**config.mk**
```make
export PLATFORM = sky130hd
export DESIGN_NAME = wireless_rx_irq_enable_bank
export DESIGN_NICKNAME = d
export VERILOG_FILES = /design/src/inc/irq_enable_pkg.sv /design/src/design/wireless_rx_irq_enable_bank.sv
export SDC_FILE = /design/constraint.sdc
export NUM_CORES = 1
export LEC_CHECK = 0
export ABC_CLOCK_PERIOD_IN_PS = 4000
export BUFFER_PORTS_ARGS = -buffer_cell sky130_fd_sc_hd__buf_2
export CAP_MARGIN = 10
export CORE_AREA = 5 5 94 96
export CTS_CLUSTER_SIZE = 24
export DETAILED_ROUTE_END_ITERATION = 8
export DIE_AREA = 0 0 99 101
export GPL_TIMING_DRIVEN = 0
export PLACE_DENSITY = 0.84
export SLEW_MARGIN = 0
export SYNTH_ARGS = -nofsm -noshare
export SYNTH_HDL_FRONTEND = slang
export SYNTH_SLANG_ARGS = --single-unit
```
**constraint.sdc**
```tcl
create_clock -name i_clk -period 4 [get_ports i_clk]
set_input_delay 0.6 -clock i_clk [delete_from_list [all_inputs] [get_ports i_clk]]
set_output_delay 0.6 -clock i_clk [all_outputs]
set_load 0.02 [all_outputs]
```
**src/inc/irq_enable_pkg.sv**
```systemverilog
// Purpose: Shared constants for the wireless interrupt enable bank.
// Assumes: Register indices are word indices; byte address is four times.
// Notes:   Reset values below are the per-mode enable defaults, plus status and coil offset.
package irq_enable_pkg;

  // Register indices on the Wishbone bus (byte address = index * 4).
  localparam logic [7:0] IDX_STATUS_LOW   = 8'h30;
  localparam logic [7:0] IDX_STATUS_SEC   = 8'h31;
  localparam logic [7:0] IDX_STATUS_UPPER = 8'h32;
  localparam logic [7:0] IDX_MASK_LOW     = 8'h34;
  localparam logic [7:0] IDX_MASK_SEC     = 8'h35;
  localparam logic [7:0] IDX_MASK_UPPER   = 8'h36;
  localparam logic [7:0] IDX_COIL_X       = 8'h38;
  localparam logic [7:0] IDX_ROLE         = 8'h3f;

  // Position of the word index inside the byte address.
  localparam int ADR_IDX_LSB = 2;
  localparam int ADR_IDX_MSB = 9;

  // Receive role enable defaults, low, second and upper byte.
  localparam logic [7:0] RX_MASK_LOW_RST   = 8'hdf;
  localparam logic [7:0] RX_MASK_SEC_RST   = 8'hff;
  localparam logic [7:0] RX_MASK_UPPER_RST = 8'h7c;

  // Transmit role enable defaults.
  localparam logic [7:0] TX_MASK_LOW_RST   = 8'he3;
  localparam logic       TX_MASK_CSP_RST   = 1'b0;
  localparam logic [7:0] TX_MASK_SPARE_RST = 8'h00;

  // Field position of the charge report enable in the second byte.
  localparam int TX_CSP_BIT = 0;

  localparam logic [23:0] STATUS_RST = 24'h000000;
  localparam logic [7:0]  COIL_X_RST = 8'h00;

endpackage : irq_enable_pkg

```
**src/design/wireless_rx_irq_enable_bank.sv**
```systemverilog
// Purpose: Interrupt status, per-role enable masks and coil offset readout.
// Assumes: Classic Wishbone slave, 32-bit data, byte data in bits 7:0.
// Notes:   Events arrive as one-cycle pulses on the same clock.
// Operation
// Enabled source may raise the interrupt.
// Disabled source is blocked, enable still accessible.
// Separate receive and transmit enable maps.
// Transmit enable defaults per documented bits.
// Horizontal offset read-only signed byte.
// Offset follows measured coil position.
// Software treats offset as relative only.
// Receive upper byte carries extra enables.
// Status flag set on its event.
// Interrupt is OR of status AND enable.
`timescale 1ns/10ps
module wireless_rx_irq_enable_bank
  import irq_enable_pkg::*;
(
  input  wire logic        i_clk,
  input  wire logic        i_reset,
  input  wire logic        i_wb_cyc,
  input  wire logic        i_wb_stb,
  input  wire logic        i_wb_we,
  input  wire logic [31:0] i_wb_adr,
  input  wire logic [3:0]  i_wb_sel,
  input  wire logic [31:0] i_wb_dat,
  output logic      [31:0] o_wb_dat,
  output logic             o_wb_ack,
  input  wire logic        i_tx_role,
  input  wire logic [7:0]  i_coil_offset_x,
  input  wire logic [23:0] i_event,
  output logic             o_irq
);

  typedef struct packed {
    logic [23:0] status;
    logic [23:0] rx_mask;
    logic [7:0]  tx_mask_low;
    logic        tx_mask_csp;
    logic        role_meta;
    logic        role;
    logic [7:0]  coil_meta;
    logic [7:0]  coil_x;
    logic        ack;
    logic [31:0] dat;
    logic        irq;
  } state_t;

  localparam state_t STATE_RST = '{
    status:      STATUS_RST,
    rx_mask:     {RX_MASK_UPPER_RST, RX_MASK_SEC_RST, RX_MASK_LOW_RST},
    tx_mask_low: TX_MASK_LOW_RST,
    tx_mask_csp: TX_MASK_CSP_RST,
    role_meta:   1'b0,
    role:        1'b0,
    coil_meta:   COIL_X_RST,
    coil_x:      COIL_X_RST,
    ack:         1'b0,
    dat:         32'h00000000,
    irq:         1'b0
  };

  state_t      state_q;
  state_t      state_d;
  logic [7:0]  idx;
  logic        req;
  logic        wr;
  logic [23:0] tx_mask;
  logic [23:0] active_mask;
  logic [23:0] clear_bits;
  logic [7:0]  rd_byte;

  assign idx = i_wb_adr[ADR_IDX_MSB:ADR_IDX_LSB];
  // A new request is taken only while no answer is standing.
  assign req = i_wb_cyc & i_wb_stb & ~state_q.ack;
  assign wr  = req & i_wb_we & i_wb_sel[0];

  // The transmit map has only the low byte and one bit of the second.
  assign tx_mask = {8'h00, 7'h00, state_q.tx_mask_csp, state_q.tx_mask_low};
  // The synchronised role picks which enable map gates the status.
  assign active_mask = state_q.role ? tx_mask : state_q.rx_mask;

  always_comb begin
    rd_byte = 8'h00;
    case (idx)
      IDX_STATUS_LOW:   rd_byte = state_q.status[7:0];
      IDX_STATUS_SEC:   rd_byte = state_q.status[15:8];
      IDX_STATUS_UPPER: rd_byte = state_q.status[23:16];
      IDX_MASK_LOW: begin
        rd_byte = state_q.role ? state_q.tx_mask_low
                               : state_q.rx_mask[7:0];
      end
      IDX_MASK_SEC: begin
        rd_byte = state_q.role ? {7'h00, state_q.tx_mask_csp}
                               : state_q.rx_mask[15:8];
      end
      IDX_MASK_UPPER: begin
        // The transmit spare byte is reserved and reads as zero.
        rd_byte = state_q.role ? TX_MASK_SPARE_RST
                               : state_q.rx_mask[23:16];
      end
      IDX_COIL_X:       rd_byte = state_q.coil_x;
      IDX_ROLE:         rd_byte = {7'h00, state_q.role};
      default:          rd_byte = 8'h00;
    endcase
  end

  always_comb begin
    clear_bits = 24'h000000;
    if (wr) begin
      case (idx)
        IDX_STATUS_LOW:   clear_bits = {16'h0000, i_wb_dat[7:0]};
        IDX_STATUS_SEC:   clear_bits = {8'h00, i_wb_dat[7:0], 8'h00};
        IDX_STATUS_UPPER: clear_bits = {i_wb_dat[7:0], 16'h0000};
        default:          clear_bits = 24'h000000;
      endcase
    end
  end

  always_comb begin
    state_d = state_q;
    // Two flops keep pin levels from the analog side off the logic.
    state_d.role_meta = i_tx_role;
    state_d.role      = state_q.role_meta;
    state_d.coil_meta = i_coil_offset_x;
    state_d.coil_x    = state_q.coil_meta;
    // An event in the same cycle as its clear wins, so none is lost.
    state_d.status = (state_q.status & ~clear_bits) | i_event;
    if (wr) begin
      case (idx)
        IDX_MASK_LOW: begin
          if (state_q.role) begin
            state_d.tx_mask_low = i_wb_dat[7:0];
          end else begin
            state_d.rx_mask[7:0] = i_wb_dat[7:0];
          end
        end
        IDX_MASK_SEC: begin
          if (state_q.role) begin
            state_d.tx_mask_csp = i_wb_dat[TX_CSP_BIT];
          end else begin
            state_d.rx_mask[15:8] = i_wb_dat[7:0];
          end
        end
        IDX_MASK_UPPER: begin
          if (!state_q.role) begin
            state_d.rx_mask[23:16] = i_wb_dat[7:0];
          end
        end
        default: begin
        end
      endcase
    end
    // Every access, mapped or not, is answered one cycle later.
    state_d.ack = req;
    state_d.dat = state_q.dat;
    if (req) begin
      state_d.dat = {24'h000000, rd_byte};
    end
    state_d.irq = |(state_q.status & active_mask);
  end

  always_ff @(posedge i_clk or posedge i_reset) begin
    if (i_reset) begin
      state_q <= STATE_RST;
    end else begin
      state_q <= state_d;
    end
  end

  assign o_wb_ack = state_q.ack;
  assign o_wb_dat = state_q.dat;
  assign o_irq    = state_q.irq;

  // The checks below watch registered state and outputs, and several also
  // sample the bus request, address, write data and event inputs directly.

  a_irq_enabled_source: assert property (
    @(posedge i_clk) disable iff (i_reset)
    ((state_q.status & active_mask) != 24'h000000) |=> o_irq
  ) else $error("Enabled pending status did not raise the interrupt.");

  a_irq_masked_quiet: assert property (
    @(posedge i_clk) disable iff (i_reset)
    ((state_q.status & active_mask) == 24'h000000) |=> !o_irq
  ) else $error("Interrupt raised with no enabled status.");

  a_irq_or_and: assert property (
    @(posedge i_clk) disable iff (i_reset)
    o_irq == |($past(state_q.status) & $past(active_mask))
  ) else $error("Interrupt is not the OR of masked status.");

  a_role_map_select: assert property (
    @(posedge i_clk) disable iff (i_reset)
    state_q.role |-> active_mask[23:9] == 15'h0000
  ) else $error("Transmit role uses receive enable bits.");

  a_tx_reset_values: assert property (
    @(posedge i_clk) disable iff (i_reset)
    $past(i_reset) |-> (state_q.tx_mask_low == 8'he3 &&
                        state_q.tx_mask_csp == 1'b0)
  ) else $error("Transmit enables left reset with wrong values.");

  a_rx_upper_reset: assert property (
    @(posedge i_clk) disable iff (i_reset)
    $past(i_reset) |-> state_q.rx_mask[23:16] == 8'h7c
  ) else $error("Receive upper enables left reset wrong.");

  a_coil_read_only: assert property (
    @(posedge i_clk) disable iff (i_reset)
    (o_wb_ack && !$past(i_wb_we) && $past(idx) == IDX_COIL_X) |->
      o_wb_dat == {24'h000000, $past(state_q.coil_x)}
  ) else $error("Coil offset read returned wrong value.");

  a_coil_tracks_pin: assert property (
    @(posedge i_clk) disable iff (i_reset)
    ##2 state_q.coil_x == $past(i_coil_offset_x, 2)
  ) else $error("Coil offset does not follow its input.");

  a_event_sets_flag: assert property (
    @(posedge i_clk) disable iff (i_reset)
    (i_event != 24'h000000) |=>
      ((state_q.status & $past(i_event)) == $past(i_event))
  ) else $error("Event did not set its status flag.");

  a_ack_one_cycle: assert property (
    @(posedge i_clk) disable iff (i_reset)
    o_wb_ack |=> !o_wb_ack
  ) else $error("Acknowledge held longer than one cycle.");

  // A taken request must be answered on the very next edge, since the
  // master waits on ack and has nothing else to end the cycle.
  a_ack_after_req: assert property (
    @(posedge i_clk) disable iff (i_reset)
    req |=> o_wb_ack
  ) else $error("Taken request was not acknowledged.");

  a_read_upper_zero: assert property (
    @(posedge i_clk) disable iff (i_reset)
    o_wb_ack |-> o_wb_dat[31:8] == 24'h000000
  ) else $error("Read data carries bits above the byte.");

  // Write-one-to-clear removes a flag unless its event hits that cycle.
  a_status_w1c: assert property (
    @(posedge i_clk) disable iff (i_reset)
    (wr && idx == IDX_STATUS_LOW) |=>
      ((state_q.status[7:0] & $past(i_wb_dat[7:0]) &
        ~$past(i_event[7:0])) == 8'h00)
  ) else $error("Status flag survived its clear.");

  a_event_beats_clear: assert property (
    @(posedge i_clk) disable iff (i_reset)
    (wr && idx == IDX_STATUS_LOW &&
     (i_event[7:0] & i_wb_dat[7:0]) != 8'h00) |=>
      ((state_q.status[7:0] & $past(i_event[7:0])) == $past(i_event[7:0]))
  ) else $error("Clear in the event cycle lost the flag.");

  a_rx_mask_write: assert property (
    @(posedge i_clk) disable iff (i_reset)
    (wr && idx == IDX_MASK_LOW && !state_q.role) |=>
      state_q.rx_mask[7:0] == $past(i_wb_dat[7:0])
  ) else $error("Receive low enable write did not land.");

  a_tx_csp_write: assert property (
    @(posedge i_clk) disable iff (i_reset)
    (wr && idx == IDX_MASK_SEC && state_q.role) |=>
      state_q.tx_mask_csp == $past(i_wb_dat[TX_CSP_BIT])
  ) else $error("Transmit charge report enable write did not land.");

  // The reserved transmit byte must never leak receive enables.
  a_tx_spare_zero: assert property (
    @(posedge i_clk) disable iff (i_reset)
    (o_wb_ack && !$past(i_wb_we) && $past(state_q.role) &&
     $past(idx) == IDX_MASK_UPPER) |-> o_wb_dat == 32'h00000000
  ) else $error("Reserved transmit enable byte read nonzero.");

  a_coil_write_ignored: assert property (
    @(posedge i_clk) disable iff (i_reset)
    (wr && idx == IDX_COIL_X) |=>
      state_q.coil_x == $past(state_q.coil_meta)
  ) else $error("Write reached the read-only coil offset.");

endmodule : wireless_rx_irq_enable_bank

```
==> results.toml, run 1 <==
[power]
power_switching_mw = 0.425
comb_power_share = 0.099
p_seq_frac = 0.550
power.share.switching = 0.267
p_int_mw = 1.17
peakVddDrop_mv = 0.226
leakage_nw = 2.13
power_density_nw_per_um2 = 325
clock_power_share = 0.351

[run]
maxCapViolations = 0

[drt]
drt_wl_total_mm = 10.4
vias_per_cell = 5.67
route.detailed.drc = 0
wire_per_inst_um = 18.7
drtIter0Drc = 222
firstDrtPassIters = 5
antenna_left = 0
vias = 3151

[worst_setup_path]
critPathCapture = "state_q[66]"
worst-endpoint-arrival_ns = 2.58
start_kind = "register"
endpoint_kind = "register"
worstReg2RegEnd = "state_q[66]"
critPathRequiredTime_ns = 4.26
max_stage_delay_ns = 0.74
rr_worst_depth = 5
reg2reg_from = "o_wb_ack"
crit_start = "o_wb_ack"
cp_cell_sequence = "nand3b_1, inv_2, nand4_4, nor3_2, mux2_2"
crit_slowest_cell = "nor3_2"
r2r_slack_ns = 1.68
crit_fanout = 10
criticalPathCategory = "reg -> reg"

[sta]
setup_violations = 0
tightest_slew_ns = 0.951
tns_ns = 0
slew_viol_final = 0
fmax_mhz = 431
layout_min_cycle_time_ns = 2.32
finalHoldViolCount = 0
post-route-period-util = 0.580
slew_headroom = 0.361
rsz0062_at_grt = "false"
fin_skew_ns = 0.0125

[global_routing]
grt_pass1_wl_mm = 16.2
grt_pass1_vias = 3176
grt_max_degree = 47
grt_usage = 0.213
grt_overflow = 0
antenna_found_initial = 0

[synthesis]
synth_top_area_cell = "dfrtp_1"
synth.area.top_cells = "dfrtp_1 36%, dfstp_2 16%, mux2_2 8.4%"
synthCells = 348
syn_area_per_cell_sq_um = 11.9
ys_seq_elements = 85
ys_warn_count = 0
synth.top_cell.area_share = 0.361
ys_seq_area_frac = 0.519
ys_types = 45
netlist_area_sq_um = 4160

[die]
core_area_sq_um = 7970
ios = 140
die_h_um = 101
fp-row-count = 33
die_width_um = 99
fp.dieArea_sq_um = 10000
initial_core_util = 0.522

[final_layout]
register_area_sq_um = 2160
multiInputGateArea_sq_um = 1770
final_core_util = 0.614
nNetsFinal = 552
diodes = 0
drive_gt1_frac = 0.421
areaGrowthSynthToFinish_pct = 17.7
fillCellCount = 643

[clock_network]
clock-sinks = 85
root_buffer = "clkbuf_8"
postCtsSetupRepairBufs = 0
cts_hold_buf = 0
clk_latency_ns = 0.37
cts_buffers = 9
cts_resized = 0
cts.clk_slew.worst_paths_ns = 0.09
cts_tree = "built"
cts_htree_levels = 3
cts_buffer_depth = 2

[place]
hpwl_mm = 7.65
port_buffers = 63
gp_congestion = 1.00

[min_path]
hold_path.class = "in -> async"

[outcome]
status = "finished clean"
cell usage in the layout, fill, tap and decap left out, types with 4 or more instances in the layout:
cell type	n
buf_2	67
dfrtp_1	60
o21ai_0	32
buf_4	32
mux2_2	31
nand2b_1	27
dfstp_2	25
conb_1	24
a22oi_1	22
nand3_1	12
a22o_1	12
mux2i_1	11
o2bb2ai_1	10
clkbuf_8	9
nand2_1	8
mux2_4	8
clkbuf_1	7
nand4_1	4
how the worst min path moves through the flow:
stage | to | slack (ns) | cells after the start | start
floorplan | state_q[34] | 0.33 | 0 | state_d[34]
global placement | state_q[38] | 0.33 | 0 | state_d[38]
global route | state_q[86] | 0.29 | 2 | i_reset
CTS | state_q[108] | 0.28 | 2 | i_reset
finish | state_q[86] | 0.26 | 2 | i_reset
detailed placement | state_q[39] | 0.33 | 0 | state_d[39]
critical path: cells and delay by family, from the launching register on:
kind	cells	cell delay (ns)
flip-flops	1	0.37
multiplexers	1	0.41
buffers and inverters	1	0.27
AND/OR/NAND/NOR	3	1.15
power by group through the flow:
| stage | Clock, mW | Sequential [mW] | Combinational [mW] |
|---|---|---|---|
| 2_1_floorplan | 0 | 0.892 | 0.100 |
| 3_3_place_gp | 0 | 0.892 | 0.149 |
| 3_5_place_dp | 0 | 0.892 | 0.155 |
| 4_1_cts | 0.570 | 0.876 | 0.155 |
| 5_1_grt | 0.610 | 0.878 | 0.171 |
| 6_report | 0.559 | 0.876 | 0.157 |
cell families (layout without fill, tap and decap cells):
family	count (synthesis)	after routing	share of synthesized area
AND/OR/NAND/NOR	72	72	0.109
other	1	24	0.000902
buffers and inverters	49	129	0.0761
flip-flops	85	85	0.519
multiplexers	50	50	0.139
AO/OA/AOI/OAI	91	91	0.155
sequential cells by signal (all words and copies together), names as in the netlist:
signal / cells
state_d: 9
o_wb_ack: 1
state_q: 66
o_irq: 1
o_wb_dat: 8
through the flow:
stage	area, sq um	setup WS (ns)	std cells	total power, mW	hold slack, ns
final	4890	1.68	556	1.59	0.258
after global routing	4890	1.60	556	1.66	0.295
after CTS	4890	1.69	556	1.60	0.276
after detailed placement	4710	1.45	540	1.05	0.335
after global placement	4690	0.436	539	1.04	0.334
after floorplan	4240	1.25	371	0.993	0.331
area by class of cell:
cell class / count / share of cell area
Buffer: 46 / 0.0624
Tap cell: 105 / 0.0268
Inverter: 3 / 0.00281
Clock inverter: 7 / 0.0118
Timing Repair Buffer: 64 / 0.0685
Clock buffer: 9 / 0.0253
Multi-Input combinational cell: 237 / 0.361
Sequential cell: 85 / 0.441
routing by layer:
metal	global-route usage	wire length, um
met3	0.0637	879
met2	0.349	4990
met4	0.0861	325
met1	0.266	4210
met5	0	0
Yosys cell counts, drive strengths merged:
master   count
dfrtp       60
buf         39
mux2        39
o21ai       32
nand2b      27
dfstp       25
a22oi       22
a22o        12
nand3       12
mux2i       11
o2bb2ai     10
nand2        8
clkbuf       7
nand4        5
nor3         5
a32oi        3
inv          3
nor2         3
nor2b        3
a2111oi      2
a21oi        2
nand3b       2
o221ai       2
a211o        1
a211oi       1
a2bb2oi      1
and2         1
and2b        1
and4bb       1
conb         1
nand4bb      1
nor3b        1
o2111ai      1
o21a         1
o22a         1
or2          1
or3          1
Power figures use the tool's default switching activity.
==> run 2: changes to the inputs <==
- ABC_AREA: unset -> 1
- ABC_CLOCK_PERIOD_IN_PS: 4000 -> 1900
- CORE_AREA: 5 5 94 96 -> 5 5 104 106
- DIE_AREA: 0 0 99 101 -> 0 0 109 111
- PLACE_DENSITY: 0.84 -> 0.76
- clock period: 4 -> 1.9 ns (I/O delays scaled with it)
==> results.toml, run 2 <==
[outcome]
status = "finished clean"

[worst_setup_path]
crit_start = "o_wb_ack"
r2r_slack_ns = 0.39
max_stage_delay_ns = 0.39
reg2reg_from = "o_wb_ack"
rr_worst_depth = 6
start_kind = "register"
cp_cell_sequence = "nor2_2, nand3_2, inv_1, nand2_1, o21ai_0, nand2_1"
criticalPathCategory = "reg -> reg"
crit_fanout = 8
crit_slowest_cell = "dfrtp_1"
cpMostUsedCell = "nand2_1"
endpoint_kind = "register"
critPathRequiredTime_ns = 2.16
worst-endpoint-arrival_ns = 1.77
critPathCapture = "state_q[87]"
worstReg2RegEnd = "state_q[87]"

[die]
die_width_um = 109
initial_core_util = 0.463
ios = 140
core_area_sq_um = 9680
die_h_um = 111
fp-row-count = 36
fp.dieArea_sq_um = 12100

[synthesis]
synth_edf_count = 0
synthCells = 565
synth_compound_area_frac = 0.0770
synth_top_area_cell = "dfrtp_1"
ys_types = 27
ys_async_sr_fraction = 1.00
synth_mux_area_frac = 0
ys_seq_area_frac = 0.481
synth.top_cell.area_share = 0.335
netlist_area_sq_um = 4490
ys_seq_elements = 85
synth_fa_ha_area_frac = 0
synth-simple-area-share = 0.304
ys_warn_count = 0
synth_top_family_by_area = "simple AND/OR/NAND/NOR gates"
syn_area_per_cell_sq_um = 7.94
synth.area.top_cells = "dfrtp_1 33%, nand2_1 15%, dfstp_2 15%"
synth_common_cells = "181 x nand2_1, 60 x dfrtp_1, 60 x inv_1"
synth_ff_type = "dfrtp_1"
synthXorXnorAreaFrac = 0
yosys.cell_count.top_type = "nand2_1"

[global_routing]
grt_pass1_vias = 3830
grt_usage = 0.197
grt_overflow = 0
grt_pass1_wl_mm = 18.6
grt_max_degree = 44
antenna_found_initial = 0

[final_layout]
fillCellCount = 923
largest_register = "state_q"
final_cell_mix = "181 x nand2_1, 65 x buf_2, 60 x dfrtp_1, 59 x inv_1, 53 x nand3_1"
nNetsFinal = 775
diodes = 0
areaGrowthSynthToFinish_pct = 18.6
final_cell_count_no_fill = 807
final_common_cell = "nand2_1"
multiInputGateArea_sq_um = 1800
register_area_sq_um = 2160
drive_gt1_frac = 0.288
largest_register_ffs = 66

[drt]
route.detailed.drc = 0
vias_per_cell = 4.80
wire_per_inst_um = 14.3
drtIter0Drc = 192
drt_wl_total_mm = 11.5
firstDrtPassIters = 5
vias = 3870
antenna_left = 0

[clock_network]
cts_resized = 0
cts_tree = "built"
clk_latency_ns = 0.37
root_buffer = "clkbuf_8"
cts_hold_buf = 0
postCtsSetupRepairBufs = 0
cts_buffer_depth = 2
cts_buffers = 9
cts_htree_levels = 3
cts.clk_slew.worst_paths_ns = 0.10
clock-sinks = 85

[place]
port_buffers = 64
hpwl_mm = 8.93
gp_congestion = 0.893
place_inst = 786

[sta]
rsz0062_at_grt = "false"
layout_min_cycle_time_ns = 1.51
slew_headroom = 0.388
tns_ns = 0
fmax_mhz = 661
setup_violations = 0
tightest_slew_ns = 0.916
finalHoldViolCount = 0
whs_ns = 0.0177
post-route-period-util = 0.796
fin_skew_ns = 0.00893
slew_viol_final = 0

[power]
comb_power_share = 0.101
p_int_mw = 2.47
clock_power_share = 0.363
leakage_nw = 2.70
power.share.switching = 0.282
power_density_nw_per_um2 = 648
peakVddDrop_mv = 0.386
power_switching_mw = 0.973
p_seq_frac = 0.536

[run]
maxCapViolations = 0

[min_path]
hold_path.class = "in -> reg"
[run 2: changes by cell type after synthesis, sizes merged, moves of 6 or more]
cell,previous run,this run
nand2,8,191
inv,3,64
nor2,3,55
nand3,12,55
mux2,39,0
nand2b,27,0
a22oi,22,0
o21ai,32,54
a22o,12,0
mux2i,11,0
o2bb2ai,10,0
buf,39,46
clkbuf,7,1
[run 2: layout make-up]
cell class	count	share of cell area
multi-input cells	392	0.338
clock buffers	9	0.0233
well taps	133	0.0313
flip-flops and latches	85	0.406
plain buffers	47	0.0701
repair buffers	70	0.0734
clock inverters	7	0.0122
inverters	64	0.0459
[run 2: kinds of logic (layout without fill, tap and decap cells)]
family / Yosys count / count (layout)
AO/OA/AOI/OAI: 57 / 57
buffers and inverters: 111 / 197
flip-flops: 85 / 85
other: 1 / 24
AND/OR/NAND/NOR: 311 / 311
[run 2: per-stage QoR]
stage               worst slack, ns  power [mW]  area (sq um)  utilization
detailed placement            0.342        2.22          5080        0.525
global placement              0.126        2.21          5060        0.523
CTS                           0.402        3.47          5270        0.544
global route                  0.225        3.58          5320        0.549
finish                        0.388        3.45          5320        0.549
floorplan                     0.580        2.10          4580            -
[run 2: routing by layer]
metal	vias up	part of all wire	routed length, um	track usage
met5	-	0	0	0
met4	0	0.021	242	0.0631
met3	21	0.072	832	0.0443
met2	153	0.47	5390	0.306
met1	1783	0.44	5070	0.271
li1	1913	-	-	-
[run 2: worst min path at each step]
stage,slack (ns),end,startpoint,cells after the start
5_1_grt,0.002,state_d[40],i_coil_offset_x[6],1
2_1_floorplan,0.32,state_d[34],i_coil_offset_x[0],0
6_report,0.02,state_d[40],i_coil_offset_x[6],1
4_1_cts,0.003,state_d[35],i_coil_offset_x[1],1
3_3_place_gp,0.33,state_q[38],state_d[38],0
3_5_place_dp,0.34,state_q[50],state_d[50],0
[run 2: worst max-delay path: cells and delay by family (launching register included)]
family / cells / cell delay [ns]
and+or+nand+nor: 4 / 0.51
AOI/OAI and AO/OA: 1 / 0.22
DFF: 1 / 0.39
buffers and inverters: 1 / 0.27
[run 2: power by group through the flow]
stage                     sequential, mW  clock [mW]  combinational (mW)
final                               1.85        1.25               0.347
after detailed placement            1.88           0               0.339
after global placement              1.88           0               0.330
after CTS                           1.85        1.28               0.340
after global routing                1.85        1.34               0.384
after floorplan                     1.88           0               0.219
